File: config.mk
export PLATFORM = sky130hd
export DESIGN_NAME = cit_timing_core
export DESIGN_NICKNAME = d
export VERILOG_FILES = /design/src/cit_pkg.sv /design/src/cit_timing_rom.sv /design/src/cit_timing_core.sv
export SDC_FILE = /design/constraint.sdc
export NUM_CORES = 1
export LEC_CHECK = 0
export ABC_AREA = 1
export ABC_CLOCK_PERIOD_IN_PS = 6900
export BUFFER_PORTS_ARGS = -buffer_cell sky130_fd_sc_hd__clkbuf_2
export CAP_MARGIN = 20
export CORE_MARGIN = 2
export CORE_UTILIZATION = 60
export CTS_BUF_LIST = sky130_fd_sc_hd__clkbuf_4
export CTS_CLUSTER_DIAMETER = 40
export DETAILED_ROUTE_END_ITERATION = 8
export GPL_ROUTABILITY_DRIVEN = 0
export HOLD_SLACK_MARGIN = 0.05
export PLACE_DENSITY = 0.79
export SETUP_SLACK_MARGIN = 0.4
export SLEW_MARGIN = 20
export SYNTH_ARGS = -nofsm -noshare
export SYNTH_HDL_FRONTEND = slang
export SYNTH_HIERARCHICAL = 1
export SYNTH_SLANG_ARGS = --single-unit
File: constraint.sdc
create_clock -name clk -period 6.9 [get_ports clk]
set_clock_uncertainty 0.15 [all_clocks]
set_input_delay 1.38 -clock clk [delete_from_list [all_inputs] [get_ports clk]]
set_output_delay 1.38 -clock clk [all_outputs]
set_load 0.01 [all_outputs]
File: src/cit_pkg.sv
package cit_pkg;

  // Counter and bus-count widths used by the timing core.
  localparam int CNT_W = 8;
  localparam int BUS_W = 6;

  // Fixed step lengths and bus-cycle allowances, in clocks.
  localparam logic [CNT_W-1:0] SAVE_CLOCKS    = 8'h03;
  localparam logic [CNT_W-1:0] LONG_EXTRA     = 8'h02;
  localparam logic [3:0]       BUS_NOMINAL    = 4'h2;
  localparam logic [3:0]       BUS_TOLERANT   = 4'h4;
  localparam logic [3:0]       WAIT_MAX       = 4'hF;

  // The tabulated figures hold with the external bus in this mode.
  localparam int EXT_BUS_BITS = 16;

  // Operation classes that the timing engine knows.
  typedef enum logic [4:0] {
    OP_ALU_REG, OP_ALU_MEM, OP_IMM_REG, OP_IMM_MEM, OP_QUICK_REG, OP_QUICK_MEM,
    OP_WORD_MUL, OP_WORD_DIV, OP_LONG_MUL, OP_LONG_DIV, OP_TBL_MEM,
    OP_DEC_REG, OP_DEC_MEM, OP_EXT_REG, OP_EXT_MEM, OP_POSTINCREMENT_MEMORY_COMPARE,
    OP_ALT_RD, OP_ALT_WR, OP_MULTI_RD, OP_MULTI_WR
  } cit_op_t;

  // One instruction handed to the engine.
  typedef struct packed {
    cit_op_t    op;
    logic       longSize;
    logic       signedOp;
    logic       srcIsDreg;
    logic [5:0] eaClocks;
    logic [4:0] regCount;
  } cit_req_t;

  // Base timing of one operation class.
  typedef struct packed {
    logic [3:0] head;
    logic [3:0] tail;
    logic [7:0] cycles;
    logic [2:0] reads;
    logic [1:0] prefetch;
    logic [1:0] writes;
    logic       sizeScaled;
    logic       hasSave;
    logic       addsEa;
    logic       tolerant;
    logic       perReg;
  } cit_entry_t;

  // Timing reported for the instruction in progress.
  typedef struct packed {
    logic [7:0] totalClocks;
    logic [3:0] head;
    logic [4:0] tail;
    logic [5:0] busCycles;
  } cit_result_t;

  // Builds one timing entry from its figures and flags.
  function automatic cit_entry_t citMk(input int h, input int t, input int c, input int r, input int p,
                                       input int w, input logic x, input logic sv, input logic ea,
                                       input logic tol, input logic pr);
    cit_entry_t e;
    e.head       = 4'(h);
    e.tail       = 4'(t);
    e.cycles     = 8'(c);
    e.reads      = 3'(r);
    e.prefetch   = 2'(p);
    e.writes     = 2'(w);
    e.sizeScaled = x;
    e.hasSave    = sv;
    e.addsEa     = ea;
    e.tolerant   = tol;
    e.perReg     = pr;
    return e;
  endfunction : citMk

  // Head, tail, cycles, reads, prefetches, writes, then the flag bits.
  localparam cit_entry_t E_ALU_REG    = citMk(0, 0, 2, 0, 1, 0, 1'h0, 1'h0, 1'h1, 1'h0, 1'h0);
  localparam cit_entry_t E_ALU_MEM    = citMk(0, 3, 5, 0, 1, 1, 1'h1, 1'h0, 1'h1, 1'h0, 1'h0);
  localparam cit_entry_t E_IMM_REG    = citMk(0, 0, 2, 0, 1, 0, 1'h0, 1'h0, 1'h1, 1'h0, 1'h0);
  localparam cit_entry_t E_IMM_MEM    = citMk(0, 3, 5, 0, 1, 1, 1'h1, 1'h0, 1'h1, 1'h0, 1'h0);
  localparam cit_entry_t E_QUICK_REG  = citMk(0, 0, 2, 0, 1, 0, 1'h0, 1'h0, 1'h0, 1'h0, 1'h0);
  localparam cit_entry_t E_QUICK_MEM  = citMk(0, 3, 5, 0, 1, 1, 1'h1, 1'h0, 1'h0, 1'h0, 1'h0);
  localparam cit_entry_t E_WORD_MUL   = citMk(0, 0, 26, 0, 1, 0, 1'h0, 1'h0, 1'h1, 1'h0, 1'h0);
  localparam cit_entry_t E_WORD_UDIV  = citMk(0, 0, 32, 0, 1, 0, 1'h0, 1'h0, 1'h1, 1'h0, 1'h0);
  localparam cit_entry_t E_WORD_SDIV  = citMk(0, 0, 42, 0, 1, 0, 1'h0, 1'h0, 1'h1, 1'h0, 1'h0);
  localparam cit_entry_t E_LONG_MUL   = citMk(2, 0, 46, 0, 1, 0, 1'h0, 1'h1, 1'h1, 1'h0, 1'h0);
  localparam cit_entry_t E_LONG_UDIV  = citMk(2, 0, 46, 0, 1, 0, 1'h0, 1'h1, 1'h1, 1'h0, 1'h0);
  localparam cit_entry_t E_LONG_SDIV  = citMk(2, 0, 62, 0, 1, 0, 1'h0, 1'h1, 1'h1, 1'h0, 1'h0);
  localparam cit_entry_t E_TBL_MEM    = citMk(6, 0, 33, 2, 1, 0, 1'h1, 1'h1, 1'h1, 1'h0, 1'h0);
  localparam cit_entry_t E_DEC_REG    = citMk(2, 0, 4, 0, 1, 0, 1'h0, 1'h0, 1'h0, 1'h0, 1'h0);
  localparam cit_entry_t E_DEC_MEM    = citMk(2, 2, 12, 2, 1, 1, 1'h0, 1'h0, 1'h0, 1'h0, 1'h0);
  localparam cit_entry_t E_EXT_REG    = citMk(0, 0, 2, 0, 1, 0, 1'h0, 1'h0, 1'h0, 1'h0, 1'h0);
  localparam cit_entry_t E_EXT_MEM    = citMk(2, 2, 10, 2, 1, 1, 1'h0, 1'h0, 1'h0, 1'h0, 1'h0);
  localparam cit_entry_t E_POSTINCREMENT_MEMORY_COMPARE       = citMk(1, 0, 8, 2, 1, 0, 1'h0, 1'h0, 1'h0, 1'h0, 1'h0);
  localparam cit_entry_t E_ALT_RD     = citMk(7, 1, 11, 1, 1, 0, 1'h1, 1'h1, 1'h1, 1'h1, 1'h0);
  localparam cit_entry_t E_ALT_WR     = citMk(9, 2, 12, 0, 1, 1, 1'h1, 1'h1, 1'h1, 1'h1, 1'h0);
  localparam cit_entry_t E_MULTI_RD_W = citMk(1, 0, 8, 1, 2, 0, 1'h0, 1'h0, 1'h1, 1'h1, 1'h1);
  localparam cit_entry_t E_MULTI_RD_L = citMk(1, 0, 12, 2, 2, 0, 1'h0, 1'h0, 1'h1, 1'h1, 1'h1);
  localparam cit_entry_t E_MULTI_WR_W = citMk(1, 0, 8, 0, 2, 0, 1'h0, 1'h0, 1'h1, 1'h1, 1'h1);
  localparam cit_entry_t E_MULTI_WR_L = citMk(1, 2, 10, 0, 2, 0, 1'h0, 1'h0, 1'h1, 1'h1, 1'h1);

endpackage : cit_pkg

File: src/cit_timing_rom.sv
`timescale 1ns/1ps
module cit_timing_rom
  import cit_pkg::*;
(
  input  wire logic       clk,
  input  wire logic       arst_n,
  input  wire cit_op_t    op,
  input  wire logic       longSize,
  input  wire logic       signedOp,
  output cit_entry_t      entry
);

  cit_entry_t entryNext;
  cit_entry_t entryReg;

  // Table lookup; the registered output costs one decode cycle but keeps the wide mux off the counter paths.
  // per-class figures.
  always_comb begin
    unique case (op)
      OP_ALU_REG:   entryNext = E_ALU_REG;
      OP_ALU_MEM:   entryNext = E_ALU_MEM;
      OP_IMM_REG:   entryNext = E_IMM_REG;
      OP_IMM_MEM:   entryNext = E_IMM_MEM;
      OP_QUICK_REG: entryNext = E_QUICK_REG;
      OP_QUICK_MEM: entryNext = E_QUICK_MEM;
      OP_WORD_MUL:  entryNext = E_WORD_MUL;
      OP_WORD_DIV:  entryNext = signedOp ? E_WORD_SDIV : E_WORD_UDIV;
      OP_LONG_MUL:  entryNext = E_LONG_MUL;
      OP_LONG_DIV:  entryNext = signedOp ? E_LONG_SDIV : E_LONG_UDIV;
      OP_TBL_MEM:   entryNext = E_TBL_MEM;
      OP_DEC_REG:   entryNext = E_DEC_REG;
      OP_DEC_MEM:   entryNext = E_DEC_MEM;
      OP_EXT_REG:   entryNext = E_EXT_REG;
      OP_EXT_MEM:   entryNext = E_EXT_MEM;
      OP_POSTINCREMENT_MEMORY_COMPARE:      entryNext = E_POSTINCREMENT_MEMORY_COMPARE;
      OP_ALT_RD:    entryNext = E_ALT_RD;
      OP_ALT_WR:    entryNext = E_ALT_WR;
      OP_MULTI_RD:  entryNext = longSize ? E_MULTI_RD_L : E_MULTI_RD_W;
      OP_MULTI_WR:  entryNext = longSize ? E_MULTI_WR_L : E_MULTI_WR_W;
      default:      entryNext = E_ALU_REG; // Unused op codes fall back to a register operation.
    endcase
  end

  // Lookup register.
  always_ff @(posedge clk or negedge arst_n) begin
    if (!arst_n) begin
      entryReg <= E_ALU_REG;
    end else begin
      entryReg <= entryNext;
    end
  end

  assign entry = entryReg;

endmodule : cit_timing_rom

File: src/cit_timing_core.sv
`timescale 1ns/1ps
module cit_timing_core
  import cit_pkg::*;
(
  input  wire logic        clk,
  input  wire logic        arst_n,
  input  wire logic        reqValid,
  output logic             reqReady,
  input  wire cit_req_t    req,
  output logic             busReq,
  output logic             busWrite,
  output logic             busPrefetch,
  input  wire logic        busAck,
  output logic             busy,
  output logic             done,
  output cit_result_t      result
);

  typedef enum logic [2:0] {ST_IDLE, ST_DECODE, ST_SAVE, ST_EA, ST_OPER} cit_state_t;

  // Long multiply and divide are the only classes whose save step depends on the source.
  function automatic logic isLongMulDiv(input cit_op_t op);
    return (op == OP_LONG_MUL) || (op == OP_LONG_DIV);
  endfunction : isLongMulDiv

  cit_state_t             stateReg,      stateNext;
  cit_req_t               reqReg,        reqNext;
  cit_result_t            resultReg,     resultNext;
  logic [4:0]             prevTailReg,   prevTailNext;
  logic                   b2bReg,        b2bNext;
  logic                   tolReg,        tolNext;
  logic                   doneReg,       doneNext;
  logic [CNT_W-1:0]       phaseCntReg,   phaseCntNext;
  logic [CNT_W-1:0]       opCntReg,      opCntNext;
  logic [CNT_W-1:0]       eaCntReg,      eaCntNext;
  logic [BUS_W-1:0]       readsLeftReg,  readsLeftNext;
  logic [BUS_W-1:0]       prefLeftReg,   prefLeftNext;
  logic [BUS_W-1:0]       writesLeftReg, writesLeftNext;
  logic [3:0]             waitCntReg,    waitCntNext;

  cit_entry_t             entry;
  logic [BUS_W-1:0]       nScaled;
  logic [BUS_W-1:0]       readsCalc;
  logic [BUS_W-1:0]       prefCalc;
  logic [BUS_W-1:0]       writesCalc;
  logic [CNT_W-1:0]       opCalc;
  logic [CNT_W-1:0]       eaCalc;
  logic [CNT_W-1:0]       overlapCalc;
  logic [4:0]             tailCalc;
  logic                   saveCalc;
  logic [BUS_W-1:0]       busTotal;
  logic [3:0]             allow;
  logic                   busLate;
  logic                   lastBus;
  logic                   finishing;
  logic                   stall;
  logic                   accept;

  // The lookup is addressed by the incoming request so its entry is ready in the decode cycle.
  cit_timing_rom u_rom (
    .clk      (clk),
    .arst_n   (arst_n),
    .op       (req.op),
    .longSize (req.longSize),
    .signedOp (req.signedOp),
    .entry    (entry)
  );

  // Scale the base entry by operand size and register count, then take off any overlap.
  always_comb begin
    nScaled    = reqReg.longSize ? BUS_W'({reqReg.regCount, 1'h0}) : BUS_W'(reqReg.regCount);
    readsCalc  = BUS_W'(entry.reads);
    prefCalc   = BUS_W'(entry.prefetch);
    writesCalc = BUS_W'(entry.writes);
    opCalc     = entry.cycles;
    tailCalc   = 5'(entry.tail);
    if (entry.sizeScaled && reqReg.longSize) begin
      readsCalc  = BUS_W'({readsCalc, 1'h0});
      writesCalc = BUS_W'({writesCalc, 1'h0});
      opCalc     = opCalc + LONG_EXTRA;
      tailCalc   = tailCalc + 5'(LONG_EXTRA);
    end
    // Each transferred register adds four clocks and its bus cycles.
    if (entry.perReg) begin
      opCalc = opCalc + CNT_W'({reqReg.regCount, 2'h0});
      if (reqReg.op == OP_MULTI_RD) begin
        readsCalc = readsCalc + nScaled;
      end else begin
        writesCalc = writesCalc + nScaled;
      end
    end
    if (b2bReg) begin
      overlapCalc = (CNT_W'(prevTailReg) < CNT_W'(entry.head)) ? CNT_W'(prevTailReg) : CNT_W'(entry.head);
    end else begin
      overlapCalc = '0;
    end
    opCalc = opCalc - overlapCalc;
    saveCalc = entry.hasSave && !(reqReg.srcIsDreg && isLongMulDiv(reqReg.op));
    eaCalc = entry.addsEa ? CNT_W'(reqReg.eaClocks) : '0;
  end

  // Bus sequencing: reads first, then prefetches, then writes, one access at a time.
  always_comb begin
    busTotal    = readsLeftReg + prefLeftReg + writesLeftReg;
    busReq      = (stateReg == ST_OPER) && (busTotal != '0);
    busWrite    = busReq && (readsLeftReg == '0) && (prefLeftReg == '0);
    busPrefetch = busReq && (readsLeftReg == '0) && (prefLeftReg != '0);
    allow       = tolReg ? BUS_TOLERANT : BUS_NOMINAL;
    busLate     = busReq && !busAck && (waitCntReg >= allow);
    lastBus     = busReq && busAck && (busTotal == BUS_W'(1'h1));
    finishing   = (stateReg == ST_OPER) && (opCntReg == CNT_W'(1'h1)) && ((busTotal == '0) || lastBus);
    // The last operation clock also waits for outstanding bus cycles.
    stall       = busLate || ((opCntReg == CNT_W'(1'h1)) && !finishing);
    reqReady    = (stateReg == ST_IDLE) || finishing;
    accept      = reqValid && reqReady;
  end

  // Phase sequencing, counters and the reported timing.
  always_comb begin
    stateNext      = stateReg;
    reqNext        = reqReg;
    resultNext     = resultReg;
    prevTailNext   = prevTailReg;
    b2bNext        = b2bReg;
    tolNext        = tolReg;
    doneNext       = 1'h0;
    phaseCntNext   = phaseCntReg;
    opCntNext      = opCntReg;
    eaCntNext      = eaCntReg;
    readsLeftNext  = readsLeftReg;
    prefLeftNext   = prefLeftReg;
    writesLeftNext = writesLeftReg;
    waitCntNext    = waitCntReg;
    unique case (stateReg)
      ST_IDLE: begin
      end
      ST_DECODE: begin
        resultNext.totalClocks = (saveCalc ? SAVE_CLOCKS : '0) + eaCalc + opCalc;
        resultNext.head        = entry.head;
        resultNext.tail        = tailCalc;
        resultNext.busCycles   = readsCalc + prefCalc + writesCalc;
        tolNext                = entry.tolerant;
        opCntNext              = opCalc;
        eaCntNext              = eaCalc;
        readsLeftNext          = readsCalc;
        prefLeftNext           = prefCalc;
        writesLeftNext         = writesCalc;
        waitCntNext            = '0;
        if (saveCalc) begin
          stateNext    = ST_SAVE;
          phaseCntNext = SAVE_CLOCKS;
        end else if (eaCalc != '0) begin
          stateNext    = ST_EA;
          phaseCntNext = eaCalc;
        end else begin
          stateNext = ST_OPER;
        end
      end
      ST_SAVE: begin
        if (phaseCntReg == CNT_W'(1'h1)) begin
          stateNext    = (eaCntReg != '0) ? ST_EA : ST_OPER;
          phaseCntNext = eaCntReg;
        end else begin
          phaseCntNext = phaseCntReg - CNT_W'(1'h1);
        end
      end
      ST_EA: begin
        if (phaseCntReg == CNT_W'(1'h1)) begin
          stateNext = ST_OPER;
        end else begin
          phaseCntNext = phaseCntReg - CNT_W'(1'h1);
        end
      end
      ST_OPER: begin
        if (busReq && busAck) begin
          waitCntNext = '0;
          if (readsLeftReg != '0) begin
            readsLeftNext = readsLeftReg - BUS_W'(1'h1);
          end else if (prefLeftReg != '0) begin
            prefLeftNext = prefLeftReg - BUS_W'(1'h1);
          end else begin
            writesLeftNext = writesLeftReg - BUS_W'(1'h1);
          end
        end else if (busReq && (waitCntReg != WAIT_MAX)) begin
          waitCntNext = waitCntReg + 4'h1;
        end
        if (!stall && (opCntReg > CNT_W'(1'h1))) begin
          opCntNext = opCntReg - CNT_W'(1'h1);
        end
        if (finishing) begin
          doneNext  = 1'h1;
          stateNext = ST_IDLE;
        end
      end
    endcase
    if (accept) begin
      reqNext      = req;
      b2bNext      = finishing;
      prevTailNext = resultReg.tail;
      stateNext    = ST_DECODE;
    end
  end

  // State registers.
  always_ff @(posedge clk or negedge arst_n) begin
    if (!arst_n) begin
      stateReg      <= ST_IDLE;
      reqReg        <= '0;
      resultReg     <= '0;
      prevTailReg   <= '0;
      b2bReg        <= 1'h0;
      tolReg        <= 1'h0;
      doneReg       <= 1'h0;
      phaseCntReg   <= '0;
      opCntReg      <= '0;
      eaCntReg      <= '0;
      readsLeftReg  <= '0;
      prefLeftReg   <= '0;
      writesLeftReg <= '0;
      waitCntReg    <= '0;
    end else begin
      stateReg      <= stateNext;
      reqReg        <= reqNext;
      resultReg     <= resultNext;
      prevTailReg   <= prevTailNext;
      b2bReg        <= b2bNext;
      tolReg        <= tolNext;
      doneReg       <= doneNext;
      phaseCntReg   <= phaseCntNext;
      opCntReg      <= opCntNext;
      eaCntReg      <= eaCntNext;
      readsLeftReg  <= readsLeftNext;
      prefLeftReg   <= prefLeftNext;
      writesLeftReg <= writesLeftNext;
      waitCntReg    <= waitCntNext;
    end
  end

  assign busy   = (stateReg != ST_IDLE);
  assign done   = doneReg;
  assign result = resultReg;

  logic dec;
  assign dec = (stateReg == ST_DECODE) && !b2bReg;
endmodule : cit_timing_core

## After elaboration in Yosys (flattened, before gate mapping)

Cells that the tools add are included.

| operators by class | value |
|---|---|
| mux-type cells | 51 |
| equality and inequality tests | 41 |
| shift operators | 0 |
| magnitude comparators | 3 |
| bitwise operators | 0 |
| multipliers | 0 |
| reductions and logical operators | 47 |
| add/sub/neg operators | 18 |
| div/mod/pow operators | 0 |

Operators with widths:

| cell | count |
|---|---|
| one-hot mux 28 bit (16 select lines) | 1 |
| 2-to-1 mux 6 bit | 14 |
| 2-to-1 mux 8 bit | 7 |
| == test 5 x 4 -> 1 bit, second input constant | 10 |
| one-hot mux 6 bit (2 select lines) | 3 |
| adder 6 bit | 5 |
| 2-to-1 mux 3 bit | 9 |
| == test 5 bit, second input constant | 5 |
| one-hot mux 8 bit (3 select lines) | 1 |
| 2-to-1 mux 22 bit | 1 |
| == test 5 x 3 -> 1 bit, second input constant | 4 |
| zero test 6 bit | 3 |
| nonzero test 6 bit | 3 |
| subtractor 6 x 1 -> 6 bit, second input constant | 3 |
| logical AND 1 bit | 17 |
| 2-to-1 mux 17 bit | 1 |
| == test 8 x 1 -> 1 bit, second input constant | 2 |
| 2-to-1 mux 16 bit | 1 |
| one-hot mux 8 bit (2 select lines) | 1 |
| nonzero test 8 bit | 2 |
| subtractor 8 x 1 -> 8 bit, second input constant | 2 |
| 2-to-1 mux 15 bit | 1 |
| 2-to-1 mux 5 bit | 3 |
| 2-to-1 mux 4 bit | 3 |
| other kinds (36) | 58 |

| word-level totals | value |
|---|---|
| ROM bits | 0 |
| memory bits (writable) | 0 |
| memories kept | 0 |
| latch bits | 0 |
| input port bits | 23 |
| register bits after elaboration | 126 |
| output and inout port bits | 29 |

## Logic depth before layout (Yosys ltp)

| depth | value |
|---|---|
| word-level depth | 15 |
| depth in mapped cells | 27 |
| gate-level depth less buffers | 27 |

## Hierarchy

Netlist, hierarchy kept.

By module, submodules not included:

| module | times used | area an instance (um2) | seq. area each (um2) | cells an instance |
|---|---|---|---|---|
| cit_timing_core | 1 | 7208.2 | 2402.3 | 992 |
| cit_timing_rom | 1 | 1034.7 | 529.3 | 117 |

## Least setup slack after synthesis

Ideal clock, no wire load.

| timing | value |
|---|---|
| kind | flip-flop to flip-flop |
| start point | register prevTailReg[1] |
| end point | register resultReg, in the netlist result[22] |
| setup time | 0.118 ns |
| path slack | 2.703 ns |
| stages on the path, launching flop included | 24 |
| data required time | 6.632 ns |
| path buffers | 0 |
| arrival time | 3.929 ns |
| path through | dfrtp_1 > ha_1 > a21oi_1 > nor2_1 > o21a_1 > nor3_1 > o21ai_0 > a21oi_1 > ha_1 > fa_1 > fa_1 > inv_1 > ha_1 > inv_1 > fa_1 > nor2_1 > a211oi_1 > or2_2 > nand2_1 > nand2_1 > nand2_1 > nand3_1 > nand3_1 > nand2_1 |

| between the ends | value |
|---|---|
| longest elaborated chain between the ends | 5 |

Ends and longest elaborated chain:

| element | RTL line | source |
|---|---|---|
| start, declared | cit_timing_core.sv:29 | `logic [4:0] prevTailReg, prevTailNext;` |
| start signal, assigned | cit_timing_core.sv:225 | `prevTailReg <= prevTailNext;` |
| < comparator 5 x 4 -> 1 bit | cit_timing_core.sv:93 | `overlapCalc = (CNT_W'(prevTailReg) < CNT_W'(entry.head)) ? CNT_W'(prevTailReg) : CNT_W'(entry.head);` |
| 2-to-1 mux 5 bit (*) | cit_timing_core.sv:93 |  |
| 2-to-1 mux 5 bit (*) | cit_timing_core.sv:92 | `if (b2bReg) begin` |
| subtractor 8 bit (*) | cit_timing_core.sv:97 | `opCalc = opCalc - overlapCalc;` |
| adder 7 x 8 -> 8 bit (*) | cit_timing_core.sv:138 | `resultNext.totalClocks = (saveCalc ? SAVE_CLOCKS : '0) + eaCalc + opCalc;` |
| end signal, assigned | cit_timing_core.sv:224 | `resultReg <= resultNext;` |
| end, declared | cit_timing_core.sv:28 | `cit_result_t resultReg, resultNext;` |

Every way passes the cells marked *; elsewhere a longest branch is shown, timed or not.
A chain may end at the register's enable or synchronous reset.

## Worst setup path after layout

| timing | value |
|---|---|
| start point | register readsLeftReg[1] |
| end point | output reqReady |

| between the ends | value |
|---|---|
| longest elaborated chain between the ends | 9 |
| elaborated cells on any way between the ends | 11 |
| classes of those cells | 2 x add/sub; 1 x eq/ne; 8 x reduce/logical |

Ends and longest elaborated chain:

| element | RTL line | source |
|---|---|---|
| start, declared | cit_timing_core.sv:36 | `logic [BUS_W-1:0] readsLeftReg, readsLeftNext;` |
| start signal, assigned | cit_timing_core.sv:232 | `readsLeftReg <= readsLeftNext;` |
| adder 6 bit (*) (2 in series) | cit_timing_core.sv:104 | `busTotal = readsLeftReg + prefLeftReg + writesLeftReg;` |
| nonzero test 6 bit | cit_timing_core.sv:105 | `busReq = (stateReg == ST_OPER) && (busTotal != '0);` |
| logical AND 1 bit | cit_timing_core.sv:105 |  |
| logical AND 1 bit (2 in series) | cit_timing_core.sv:110 | `lastBus = busReq && busAck && (busTotal == BUS_W'(1'h1));` |
| logical OR 1 bit (*) | cit_timing_core.sv:111 | `finishing = (stateReg == ST_OPER) && (opCntReg == CNT_W'(1'h1)) && ((busTotal == '0) \|\| lastBus);` |
| logical AND 1 bit (*) | cit_timing_core.sv:111 |  |
| logical OR 1 bit (*) | cit_timing_core.sv:114 | `reqReady = (stateReg == ST_IDLE) \|\| finishing;` |
| end, declared | cit_timing_core.sv:8 | `output logic reqReady,` |

Marked as above.

==> results.md <==
* Outcome: complete, no violations
* Final HPWL DP at ~14000 um
* Routed length per instance at about 14 um
* Initial Util at 61.8%
* Ports at between 50 and 60
* Clock transition at path regs at roughly 0.11 ns
* Vias in the first global route at between 6000 and 7000
* Fin crit period at just over 5 ns
* Startpoint Class: flip-flop
* Critical path data required time at about 5.4 ns
* Hold Violations, Final at 0
* Total clock sinks at roughly 120
* Pwr dens at just over 400 nW/um2
* Clk buf depth at 2
* Post-CTS sizing at 0
* Crit share post-route at between 70% and 80%
* WHS at ~0.32 ns
* Detailed-route via count at 7262
* Synth Register Bits at ~120
* Total global-route track usage at a little over a quarter
* CP dominant cell by count: nand2_2
* Fillers at 1187
* Final WL at roughly 19000 um
* Max stage delay on crit path at roughly 0.56 ns
* Worst-skew pair later-pin latency at around 0.56 ns
* # setup viols final at 0
* DRC viols at 0
* Leading area contributor after synthesis: dfrtp_1
* Worst-margin pin slew at about 0.93 ns
* DIE AREA at 14700 um2
* Seq/Total Area, Yosys at 35.6%
* Syn Std Cell Area at 8240 um2
* Post-route setup TNS at 0 ns
* Slowest CP cell: fa_1
* Pre-CTS setup slack at slightly above 2 ns
* Pleak at around 4.6 nW
* Total CTS buffers at 17
* Area delta synth->final at 7.68%
* Grt ovf at 0
* Yosys Warn Count at 6
* Number of synthesized flops with an enable pin at 0
* Synth area leaders: dfrtp_1, nand2_1, ha_1
* Gate Count Post-Synth at around 1100
* Port bufs at 51
* Final Max Slew Viols at 0
* Unrepaired setup endpoints after global routing: false
* Worst min path class: reg2reg
* Avg Cell Area, Syn at ~7.4 um2
* Hold-fix buffers, CTS at 0
* Area share of the largest cell type after synthesis at approximately a third
* Critical setup path kind: reg2out
* Async SR Flop Fraction at 100%
* Max Cap Viol at 0
* Fmax at 0.196 GHz
* WP buf/inv at 3
* Nets@finish at roughly 1200
* Row count at 42
* Routed Antenna Nets at 0
* Worst Path Max Fanout at 21
* Drt pass-1 iters at 5
* Clk Tree Root Cell: clkbuf_4
* Share of cells above drive strength 1 at a little over a tenth
* Setup WS post-layout at ~1.8 ns
* Placed Instances at approximately 1300
* Largest net degree at the start of global routing at ~70
* Layout Cells excl Fill at 1344
* CP endpoint kind: primary output
* CTS tree: yes
* Detailed Route Iter0 Violations at 595
* Max IR drop VDD at about 0.00023 V
* Initial antenna violation count at 1
* Die Height at 121 um
* Post-CTS Setup Repair Bufs at 0
* WP data arrival at approximately 3.6 ns
* Slew HR at between 30% and 40%
* Htree depth at 4
* Die Wd at between 100 and 150 um
* Critical path, cell by cell: fa_1 -> ha_1 -> inv_1 -> fa_1 -> inv_1 -> nand2_1 -> nand2_1 -> nand3_1 -> nor2_1 -> nand4_4 -> nand3_4 -> nand2_2 -> nand2_2 -> nand2_2 -> clkbuf_2
* Main synth FF type: dfrtp_1
* First-pass GRT wire length at between 30000 and 40000 um
* Core ar. at approximately 13000 um2
* Netlist cell types at 46
* Average via count per standard cell at between 5 and 6
* Top delay family on crit path: adder cells
-- Yosys cell counts (4+ instances only) --
cell type / count
o21a_1: 4
clkbuf_1: 13
inv_2: 9
fa_1: 16
xor2_1: 16
dfrtp_1: 114
a211oi_1: 4
buf_4: 8
nor3_1: 9
nand3b_1: 8
inv_1: 140
nand2_2: 7
nand3_1: 81
buf_2: 7
a21oi_1: 35
ha_1: 55
o211ai_1: 10
nand4_1: 14
nor2_4: 6
xnor2_1: 12
or2_2: 5
o21ai_0: 109
nor2_1: 90
nand2_1: 296
-- logic make-up after synthesis --
| logic type | Yosys count | share of synthesized area (%) |
|---|---|---|
| XOR/XNOR | 28 | 2.98 |
| buffers and inverters | 182 | 9.06 |
| other | 2 | 0.0911 |
| AND/OR/NAND/NOR | 531 | 28.3 |
| AO/OA/AOI/OAI | 178 | 11.7 |
| flip-flops | 117 | 35.6 |
| adder cells (fa/ha/maj) | 71 | 12.2 |
-- worst register-to-register path: stages (launching register included) --
cell and delay [ns]:
dfrtp_1 0.56, nand2_1 0.32, inv_2 0.22, nand2_1 0.09, nand2_1 0.07, ha_1 0.20
fa_1 0.42, nand2_1 0.07, o21ai_0 0.09, ha_1 0.35, nand2_1 0.07, nor2_1 0.04
a211oi_1 0.29, xor2_1 0.26, ha_1 0.28, ha_1 0.35, nand2_1 0.10, nor2_1 0.04
a211oi_1 0.23, or2_2 0.17, nand2_1 0.04, nand2_1 0.05, nand2_1 0.06, nand3b_1 0.15
nand3_1 0.07, nand2_1 0.05
-- stage by stage --
stage	util (%)	power (mW)	area (um2)
2_1_floorplan	-	2.58	8260
3_3_place_gp	64.2	2.99	8570
3_5_place_dp	64.2	3.06	8570
4_1_cts	66.5	3.61	8870
5_1_grt	66.5	3.96	8880
6_report	66.5	3.60	8880
-- final cells by class --
type	count	area, um2	area share (%)
Antenna cell	1	2.50	0.0282
Clock buffer	19	143	1.61
Clock inverter	13	158	1.78
Inverter	150	566	6.37
Multi-Input combinational cell	815	4580	51.6
Sequential cell	117	2930	33.0
Tap cell	176	220	2.48
Timing Repair Buffer	53	273	3.07
-- flip-flops by register name, indices dropped and copies added (netlist names) --
name / flops
eaCntReg: 6
writesLeftReg: 6
prevTailReg: 5
tolReg: 1
u_rom/entry: 21
phaseCntReg: 8
opCntReg: 8
stateReg: 3
reqReg: 18
waitCntReg: 4
done: 1
readsLeftReg: 6
b2bReg: 1
prefLeftReg: 6
result: 23
-- layout by cell type (no fill, tap or decap), types with 4 or more instances in the layout --
| cell | count |
|---|---|
| nand2_1 | 296 |
| dfrtp_1 | 114 |
| o21a_1 | 4 |
| conb_1 | 7 |
| a21oi_1 | 35 |
| nand4_1 | 14 |
| nand3_1 | 81 |
| ha_1 | 55 |
| xnor2_1 | 12 |
| xor2_1 | 16 |
| or2_2 | 5 |
| nand2_2 | 7 |
| inv_1 | 140 |
| clkbuf_2 | 50 |
| fa_1 | 16 |
| clkbuf_4 | 19 |
| o211ai_1 | 10 |
| nor2_4 | 6 |
| nand3b_1 | 8 |
| o21ai_0 | 109 |
| inv_2 | 9 |
| a211oi_1 | 4 |
| nor3_1 | 9 |
| nor2_1 | 90 |
-- routing by layer --
layer	vias to the layer above	track usage, %	part of all wire (%)	routed length, um
met1	3395	36.6	46	8640
met3	36	5.31	4.6	868
li1	3666	-	-	-
met4	0	10.6	2.7	515
met2	165	43.5	47	8890
met5	-	0	0	0
-- where the power goes --
part | internal (mW) | leakage [nW] | switching [mW]
clock | 0.258 | 0.158 | 0.279
sequential | 0.928 | 1.51 | 0.206
combinational | 0.682 | 2.94 | 1.25
total | 1.87 | 4.61 | 1.73
-- final timing paths --
path / from / to / slack, ns / cells past startpoint
max in group asynchronous: arst_n / result[13] / 4.58 / 2
min in group asynchronous: arst_n / writesLeftReg[5] / 0.69 / 1
worst min-delay path: u_rom/entry[1] / tolReg / 0.32 / 2
worst max register to register: reqReg[13] / result[22] / 2.01 / 25
worst min register to register: u_rom/entry[1] / tolReg / 0.32 / 2
worst max-delay path: readsLeftReg[1] / reqReady / 1.79 / 15
Power figures use the tool's default switching activity.
